[src/hdl/cpd_pkg.sv]
package cpd_pkg;

    // Default width of counter, period, dead time and duty values
    localparam int CNT_W = 16;
    // Counter width limits the logic can serve
    localparam int CNT_W_MIN = 4;
    localparam int CNT_W_MAX = 32;
    // Reset contents of the duty buffer, temporary and compare registers
    localparam logic [31:0] DUTY_RST = 32'h0000_0000;
    // Gap down-counter value that ends a dead-time gap
    localparam logic [31:0] GAP_DONE = 32'h0000_0000;

    ////////////////////////////////////////////////////////////////////////////
    // Transfer timing of the temporary register into the compare register
    typedef enum logic [1:0] {
        CPD_MODE_CREST = 2'b01,  // Mode 1: at the crest
        CPD_MODE_TROUGH = 2'b10, // Mode 2: at the trough
        CPD_MODE_BOTH = 2'b11    // Mode 3: at crest and trough
    } cpd_mode_t;

    // Phase that the output stage is allowed to drive
    typedef enum logic [1:0] {
        CPD_DRV_OFF = 2'b00,
        CPD_DRV_POS = 2'b01,
        CPD_DRV_NEG = 2'b10
    } cpd_drv_t;

    // Turn-on and turn-off requests for one phase in one cycle
    typedef struct packed {
        logic on_evt;
        logic off_evt;
    } cpd_evt_t;

endpackage : cpd_pkg

[src/hdl/cpd_phase.sv]
`timescale 1ns/1ps
module cpd_phase (
    input wire logic sys_clk,
    input wire logic reset_n,
    input wire logic load,
    input wire logic load_val,
    input wire logic win_now,
    input wire cpd_pkg::cpd_evt_t evt,
    output logic level_q
);

    logic block_q;

    ////////////////////////////////////////////////////////////////////////////
    // Phase level from on and off requests
    always_ff @(posedge sys_clk) begin
        if (!reset_n) begin
            level_q <= 1'b0;
        end else if (load) begin
            level_q <= load_val;
        end else if (evt.on_evt && evt.off_evt) begin
            level_q <= level_q;
        end else if (evt.off_evt) begin
            level_q <= 1'b0;
        end else if (evt.on_evt && !block_q) begin
            level_q <= 1'b1;
        end
    end

    // Off seen inside a window masks later on requests until it closes
    always_ff @(posedge sys_clk) begin
        if (!reset_n || load) begin
            block_q <= 1'b0;
        end else if (!win_now) begin
            block_q <= 1'b0;
        end else if (evt.off_evt && !evt.on_evt) begin
            block_q <= 1'b1;
        end
    end

endmodule : cpd_phase

[src/hdl/cpd_top.sv]
`timescale 1ns/1ps
// How it works
// - Compare equal to period gives 0%: positive stays off, negative stays on.
// - Compare loaded with zero at a trough start gives 100%: positive stays on, negative stays off.
// - Mode 2 transfers at trough only, mode 3 at crest and trough.
// - Extreme duties only in the listed mode and start combinations.
// - Simultaneous on and off matches leave the phase unchanged.
// - An off match inside a window blocks later on matches there.
// - Entering 0% at crest: positive off first, negative on later.
// - Leaving 0%: negative off first, then positive on.
// - Waveform in a window is the same whether or not the buffer is written in it.
// - Mode 3 allows 0% output at the counter crests.
// - Writes outside windows reach temporary at once, inside at window end.
// - At end of the selected window, temporary goes to compare.
module cpd_top #(
    parameter int CNT_W = cpd_pkg::CNT_W
) (
    input wire logic sys_clk,
    input wire logic reset_n,
    input wire logic run_en,
    input wire logic start_at_crest,
    input wire cpd_pkg::cpd_mode_t transfer_timing_select,
    input wire logic [CNT_W-1:0] period_register,
    input wire logic [CNT_W-1:0] dead_time,
    input wire logic buf_wr,
    input wire logic [CNT_W-1:0] buf_wdata,
    output logic pos_phase_q,
    output logic neg_phase_q,
    output logic [CNT_W-1:0] duty_compare_register_q,
    output logic [CNT_W-1:0] duty_temporary_register_q,
    output logic [CNT_W-1:0] count_q,
    output logic in_window_q,
    output logic extreme_unsupported_q
);

    localparam logic [CNT_W-1:0] CNT_ONE = CNT_W'(1);
    localparam logic [CNT_W-1:0] CNT_ZERO = CNT_W'(0);
    localparam logic [CNT_W-1:0] DUTY_RST = cpd_pkg::DUTY_RST[CNT_W-1:0];
    localparam logic [CNT_W-1:0] GAP_DONE = cpd_pkg::GAP_DONE[CNT_W-1:0];

    // Widths outside this range break the window and gap arithmetic
    if (CNT_W < cpd_pkg::CNT_W_MIN || CNT_W > cpd_pkg::CNT_W_MAX) begin : g_bad_width
        $error("cpd_top: CNT_W out of range");
    end

    logic dir_up_q;
    logic run_q;
    logic [CNT_W-1:0] duty_buffer_register_q;
    logic pend_q;
    logic crest_prev_q;
    logic trough_prev_q;
    logic [CNT_W-1:0] gap_q;
    logic [CNT_W-1:0] gap_d;
    cpd_pkg::cpd_drv_t drv_q;
    cpd_pkg::cpd_drv_t drv_d;
    cpd_pkg::cpd_drv_t req;
    logic crest_win;
    logic trough_win;
    logic win_now;
    logic crest_end;
    logic trough_end;
    logic xfer_now;
    logic turn;
    logic match;
    logic load;
    logic pos_init;
    logic pos_lvl;
    logic neg_lvl;
    logic [CNT_W-1:0] temp_d;
    cpd_pkg::cpd_evt_t pos_evt;
    cpd_pkg::cpd_evt_t neg_evt;

    ////////////////////////////////////////////////////////////////////////////
    // Triangle counter; preset to the chosen start point while stopped
    always_ff @(posedge sys_clk) begin
        if (!reset_n) begin
            count_q <= CNT_ZERO;
            dir_up_q <= 1'b1;
        end else if (!run_en) begin
            count_q <= start_at_crest ? period_register : CNT_ZERO;
            dir_up_q <= !start_at_crest;
        end else if (dir_up_q) begin
            if (count_q >= period_register) begin
                dir_up_q <= 1'b0;
                count_q <= count_q - CNT_ONE;
            end else begin
                count_q <= count_q + CNT_ONE;
            end
        end else begin
            if (count_q == CNT_ZERO) begin
                dir_up_q <= 1'b1;
                count_q <= count_q + CNT_ONE;
            end else begin
                count_q <= count_q - CNT_ONE;
            end
        end
    end

    // Run edge reloads phase levels; held one cycle behind run_en
    always_ff @(posedge sys_clk) begin
        if (!reset_n) begin
            run_q <= 1'b0;
        end else begin
            run_q <= run_en;
        end
    end

    ////////////////////////////////////////////////////////////////////////////
    // Compare windows around crest and trough, each one dead time wide
    assign crest_win = run_en && (count_q >= period_register - dead_time);
    assign trough_win = run_en && (count_q <= dead_time);
    assign win_now = crest_win || trough_win;
    assign crest_end = crest_prev_q && !crest_win;
    assign trough_end = trough_prev_q && !trough_win;
    assign turn = (count_q == period_register) || (count_q == CNT_ZERO);
    assign load = !run_q;

    always_ff @(posedge sys_clk) begin
        if (!reset_n) begin
            crest_prev_q <= 1'b0;
            trough_prev_q <= 1'b0;
            in_window_q <= 1'b0;
        end else begin
            crest_prev_q <= crest_win;
            trough_prev_q <= trough_win;
            in_window_q <= win_now;
        end
    end

    ////////////////////////////////////////////////////////////////////////////
    // Buffer, temporary and compare chain
    always_ff @(posedge sys_clk) begin
        if (!reset_n) begin
            duty_buffer_register_q <= DUTY_RST;
        end else if (buf_wr) begin
            duty_buffer_register_q <= buf_wdata;
        end
    end

    // A write landing on the window's last cycle is taken, not dropped
    always_comb begin
        temp_d = duty_temporary_register_q;
        if (buf_wr && !win_now) begin
            temp_d = buf_wdata;
        end else if (pend_q && !win_now) begin
            temp_d = duty_buffer_register_q;
        end
    end

    always_ff @(posedge sys_clk) begin
        if (!reset_n) begin
            duty_temporary_register_q <= DUTY_RST;
            pend_q <= 1'b0;
        end else begin
            duty_temporary_register_q <= temp_d;
            pend_q <= buf_wr ? win_now : (pend_q && win_now);
        end
    end

    // Mode picks which window end moves temporary into compare
    always_comb begin
        unique case (transfer_timing_select)
            cpd_pkg::CPD_MODE_CREST: xfer_now = crest_end;
            cpd_pkg::CPD_MODE_TROUGH: xfer_now = trough_end;
            cpd_pkg::CPD_MODE_BOTH: xfer_now = crest_end || trough_end;
            default: xfer_now = 1'b0;
        endcase
    end

    always_ff @(posedge sys_clk) begin
        if (!reset_n) begin
            duty_compare_register_q <= DUTY_RST;
        end else if (xfer_now || !run_en) begin
            duty_compare_register_q <= temp_d;
        end
    end

    ////////////////////////////////////////////////////////////////////////////
    // Match events: compare always, temporary only inside a window.
    // At the turning points a match is both on and off, so a compare of
    // period or zero holds the phases: 0% and 100% fall out, with only the start level in pos_init special-cased.
    assign match = (count_q == duty_compare_register_q)
        || (win_now && count_q == duty_temporary_register_q);
    assign pos_evt.off_evt = match && (dir_up_q || turn);
    assign pos_evt.on_evt = match && (!dir_up_q || turn);
    assign neg_evt.on_evt = pos_evt.off_evt;
    assign neg_evt.off_evt = pos_evt.on_evt;
    assign pos_init = !start_at_crest && (duty_compare_register_q != period_register);

    cpd_phase u_pos (
        .sys_clk(sys_clk),
        .reset_n(reset_n),
        .load(load),
        .load_val(pos_init),
        .win_now(win_now),
        .evt(pos_evt),
        .level_q(pos_lvl)
    );

    cpd_phase u_neg (
        .sys_clk(sys_clk),
        .reset_n(reset_n),
        .load(load),
        .load_val(!pos_init),
        .win_now(win_now),
        .evt(neg_evt),
        .level_q(neg_lvl)
    );

    ////////////////////////////////////////////////////////////////////////////
    // Dead-time sequencer: drops the driven phase, waits, then drives the
    // other. Positive wins if both levels are ever requested at once.
    always_comb begin
        if (!run_q) begin
            req = cpd_pkg::CPD_DRV_OFF;
        end else if (pos_lvl) begin
            req = cpd_pkg::CPD_DRV_POS;
        end else if (neg_lvl) begin
            req = cpd_pkg::CPD_DRV_NEG;
        end else begin
            req = cpd_pkg::CPD_DRV_OFF;
        end
    end

    always_comb begin
        drv_d = drv_q;
        gap_d = gap_q;
        unique case (drv_q)
            cpd_pkg::CPD_DRV_OFF: begin
                if (gap_q != GAP_DONE) begin
                    gap_d = gap_q - CNT_ONE;
                end else begin
                    drv_d = req;
                end
            end
            cpd_pkg::CPD_DRV_POS, cpd_pkg::CPD_DRV_NEG: begin
                if (req != drv_q) begin
                    drv_d = cpd_pkg::CPD_DRV_OFF;
                    gap_d = dead_time;
                end
            end
            default: begin
                drv_d = cpd_pkg::CPD_DRV_OFF;
                gap_d = dead_time;
            end
        endcase
    end

    always_ff @(posedge sys_clk) begin
        if (!reset_n) begin
            drv_q <= cpd_pkg::CPD_DRV_OFF;
            gap_q <= GAP_DONE;
            pos_phase_q <= 1'b0;
            neg_phase_q <= 1'b0;
        end else begin
            drv_q <= drv_d;
            gap_q <= gap_d;
            pos_phase_q <= (drv_d == cpd_pkg::CPD_DRV_POS);
            neg_phase_q <= (drv_d == cpd_pkg::CPD_DRV_NEG);
        end
    end

    ////////////////////////////////////////////////////////////////////////////
    // Flags an extreme duty the mode and start point cannot produce
    always_ff @(posedge sys_clk) begin
        if (!reset_n) begin
            extreme_unsupported_q <= 1'b0;
        end else begin
            extreme_unsupported_q <= run_en && (
                ((duty_compare_register_q == period_register) &&
                 ((transfer_timing_select == cpd_pkg::CPD_MODE_CREST && !start_at_crest) ||
                  (transfer_timing_select == cpd_pkg::CPD_MODE_TROUGH && start_at_crest)))
                || ((duty_compare_register_q == CNT_ZERO) &&
                 (start_at_crest || transfer_timing_select == cpd_pkg::CPD_MODE_CREST)));
        end
    end

endmodule : cpd_top
[config.mk]
export PLATFORM = sky130hd
export DESIGN_NAME = cpd_top
export DESIGN_NICKNAME = d
export VERILOG_FILES = /design/src/hdl/cpd_pkg.sv /design/src/hdl/cpd_phase.sv /design/src/hdl/cpd_top.sv
export SDC_FILE = /design/constraint.sdc
export NUM_CORES = 1
export LEC_CHECK = 0
export BUFFER_PORTS_ARGS = -buffer_cell sky130_fd_sc_hd__buf_2
export CAP_MARGIN = 10
export CORE_ASPECT_RATIO = 0.9
export CORE_MARGIN = 2
export CORE_UTILIZATION = 29
export CTS_BUF_LIST = sky130_fd_sc_hd__clkbuf_4 sky130_fd_sc_hd__clkbuf_8
export DETAILED_ROUTE_END_ITERATION = 8
export SKIP_CTS_REPAIR_TIMING = 1
export SYNTH_ARGS = -nofsm -noshare
export SYNTH_HDL_FRONTEND = slang
export SYNTH_HIERARCHICAL = 1
export SYNTH_SLANG_ARGS = --single-unit
[constraint.sdc]
create_clock -name sys_clk -period 4.7 [get_ports sys_clk]
set_clock_uncertainty 0.2 [all_clocks]
set_input_delay 0.47 -clock sys_clk [delete_from_list [all_inputs] [get_ports sys_clk]]
set_output_delay 0.47 -clock sys_clk [all_outputs]
set_load 0.03 [all_outputs]
==> metrics.txt <==
final worst path period share=0.8938; WL/cell=18.51 um; Slew headroom=0.3790; Hold Startpoint=buf_wdata[15]; Vias/cell=5.459; Synth Area in Compound Gates=0.2273; critical path class=in2reg; fin cells=1,367; count of input and output buffers=106; drt drc=0; multiplexer area fraction after synthesis=0.02471; Syn Inst Count=918; H-tree depth=3; Min-Delay Path Depth=3; EDFF count, synth=0; drt pass-1 iters=4; Fmax=0.2380 GHz; Synth Area in Simple Gates=0.2183; Reg2Reg Depth=9; synthesized flop and latch total=95; status=complete, no violations; sum of negative setup slack=0 ns; GR Overflow Total=0; multi-input logic area=4928 um^2; area share of xor/xnor cells in the synthesized design=0.07872; register area share after synthesis=0.2590; CTS Sinks=95; arrival time worst endpoint=4.29 ns; chip width=171.7 um; Area growth, synth to finish=17.50%; final instance area=8628 um^2; min cycle time layout=4.201 ns; share of layout cells above drive strength 1=0.1844; final hold violations=0; IO Count=107; maximum vdd drop=0.1358 mV; initial antenna violation count=0; Worst-Skew Late Latency=0.42 ns; CTS tree=built; synthesized area per cell=7.999 um^2; CP Max Fanout=16; via count=7,463; Placement Cell Area=8412 um^2; max cap viols=0; full die area=26,610 um^2; Num CTS Buffers=9; PwrDens=315.4 nW/um^2; Routed Antenna Nets=0; Cell variety after synth=73; final setup vio count=0; Synth warnings=6; Clock Path Buffers=2; Hold Crit Class=in2reg; top cells by area, synth=dfxtp_1, ha_1, xor2_1, inv_1, xnor2_1; overall routing resource usage=0.1883; Fillers=2,651; Antenna diodes=0; initial drt markers=577; final WL=25,310 um; FF/Latch Area=1902 um^2; area of the core=24,980 um^2; Post-synth ARST share=0; Rows=55; post-synth top area share=0.2590; Main synth FF type=dfxtp_1; Hold Path End=duty_buffer_register_q[15]; capture point of the worst reg-to-reg path=count_q[4]; nets@finish=1,145; Initial Utilization=0.2940; R2R Path Start=count_q[0]; RSZ-0062 raised after global routing=no; Yosys top cell by area=dfxtp_1; Worst setup SP type=primary input; largest net degree at the start of global routing=59; syn_nets=1,043; placed cells=1,351; vias in the first global route=7,016; CTS Root Cell=clkbuf_8; Leakage=3.871 nW; Syn Std Cell Area=7343 um^2; Clock transition at path regs=0.12 ns; Register-to-Register Setup Slack=1.08 ns; Worst-Margin Slew=0.9316 ns; adder-cell share of the synthesized area=0.1203; Die Ht=155.0 um; CP Capture Type=flip-flop; main combinational cell family by area after synthesis=compound AO/OA/AOI/OAI gates; Post-DP HPWL=19,170 um; Worst Path Required=4.79 ns; Hold Slack=0.1226 ns; fin. max-slew vios=0; first-pass GRT wire length=39,070 um; gpl congestion=0.9106
critical path, stage by stage:
cell and delay (ns):
buf_2 0.10, inv_1 0.05, ha_1 0.15, inv_1 0.05
fa_1 0.40, a211oi_1 0.24, o21bai_1 0.14, a31oi_1 0.23
o21ai_0 0.18, nor2_1 0.14, xor2_1 0.08, ha_1 0.27
nand2_1 0.06, o21ai_1 0.19, buf_4 0.15, a211oi_1 0.04
buf_4 0.15, o21a_1 0.23, a31o_2 0.28, buf_12 0.15
a311oi_1 0.34, o32ai_1 0.15
worst max path at each step:
stage / to / slack (ns) / startpoint / cells after the start
finish: duty_compare_register_q[11] / 0.50 / period_register[0] / 22
floorplan: u_neg/level_q / 0.03 / period_register[0] / 22
detailed placement: u_pos/level_q / -0.05 / period_register[0] / 24
global route: duty_compare_register_q[7] / 0.05 / period_register[0] / 22
CTS: u_pos/level_q / 0.36 / period_register[0] / 22
global placement: duty_compare_register_q[8] / 0.09 / period_register[0] / 20
area by class of cell:
cell class                 count  share of cell area
timing repair buffer         142             0.09861
sequential                    95              0.2204
tap                          342             0.04959
clock buffer                   9             0.01436
multi-input combinational    689              0.5712
inverter                      83             0.03611
clock inverter                 7            0.009716
synth_stat cells, types with 18 or more instances:
master	instances
xnor2_1	29
nor4_1	25
nand2_1	63
ha_1	69
nor3_1	25
nand3_1	18
clkbuf_1	42
a31oi_1	18
nor2_1	58
inv_1	83
xor2_1	37
dfxtp_1	95
a21oi_1	48
o21ai_0	43
nor2b_1	23
per-layer routing:
layer,global-route usage,vias up,routed length [um]
met3,0.02875,37,1933
li1,-,3559,-
met2,0.2907,309,10970
met1,0.2719,3558,11940
met4,0.05042,0,462
met5,0,-,0
placed cells by master, fill, tap and decap left out, types with 5 or more instances in the layout:
master | Yosys | final
o221a_2 | 8 | 8
o32ai_1 | 17 | 17
a311oi_1 | 16 | 16
a21oi_1 | 48 | 48
ha_1 | 69 | 69
nand2_1 | 63 | 63
a32o_1 | 6 | 6
inv_1 | 83 | 83
xor2_1 | 37 | 37
buf_4 | 1 | 32
clkbuf_8 | 0 | 9
nor3b_1 | 17 | 17
o21ai_1 | 3 | 5
a31oi_1 | 18 | 18
xnor2_1 | 29 | 29
o21ai_0 | 43 | 41
a32oi_1 | 5 | 5
nor3_1 | 25 | 25
buf_2 | 3 | 106
nand2b_1 | 7 | 7
nor2_1 | 58 | 58
and2_1 | 8 | 8
or3_1 | 10 | 10
o31ai_1 | 6 | 5
and3_1 | 6 | 6
dfxtp_1 | 95 | 95
a211oi_1 | 12 | 12
nand3_1 | 18 | 18
o211ai_1 | 8 | 8
nor2b_1 | 23 | 23
nor4_1 | 25 | 25
mux2i_1 | 17 | 17
nand4_1 | 14 | 14
a21o_1 | 7 | 7
o21a_1 | 8 | 7
registers in the layout, summed over array words and instances, names as in the netlist, 2 cells and up:
register,flops
duty_temporary_register_q,16
gap_q,16
drv_q,2
count_q,16
duty_compare_register_q,16
duty_buffer_register_q,16
power breakdown:
group / internal (W) / switching, W / total, W
Combinational: 0.000464 / 0.000655 / 0.00112
Clock: 0.000214 / 0.000374 / 0.000588
Sequential: 0.000892 / 0.000123 / 0.00101
stage by stage:
stage / util / worst slack (ns) / total power (W)
after floorplan: - / 0.02813 / 0.001797
after global placement: 0.3367 / 0.08854 / 0.002114
after detailed placement: 0.3367 / -0.05078 / 0.002132
after CTS: 0.3451 / 0.3606 / 0.002723
after global routing: 0.3454 / 0.05091 / 0.002903
final: 0.3454 / 0.4989 / 0.002721
cell families (layout without fill, tap and decap cells):
kind of cell / after synthesis / in the layout
AND/OR/NAND/NOR: 300 / 300
AO/OA/AOI/OAI: 235 / 235
buffers and inverters: 134 / 241
flip-flops: 95 / 95
adder cells (fa/ha/maj): 70 / 70
XOR/XNOR: 66 / 66
multiplexers: 18 / 18
Note: power is estimated with default switching activity, not from simulation.
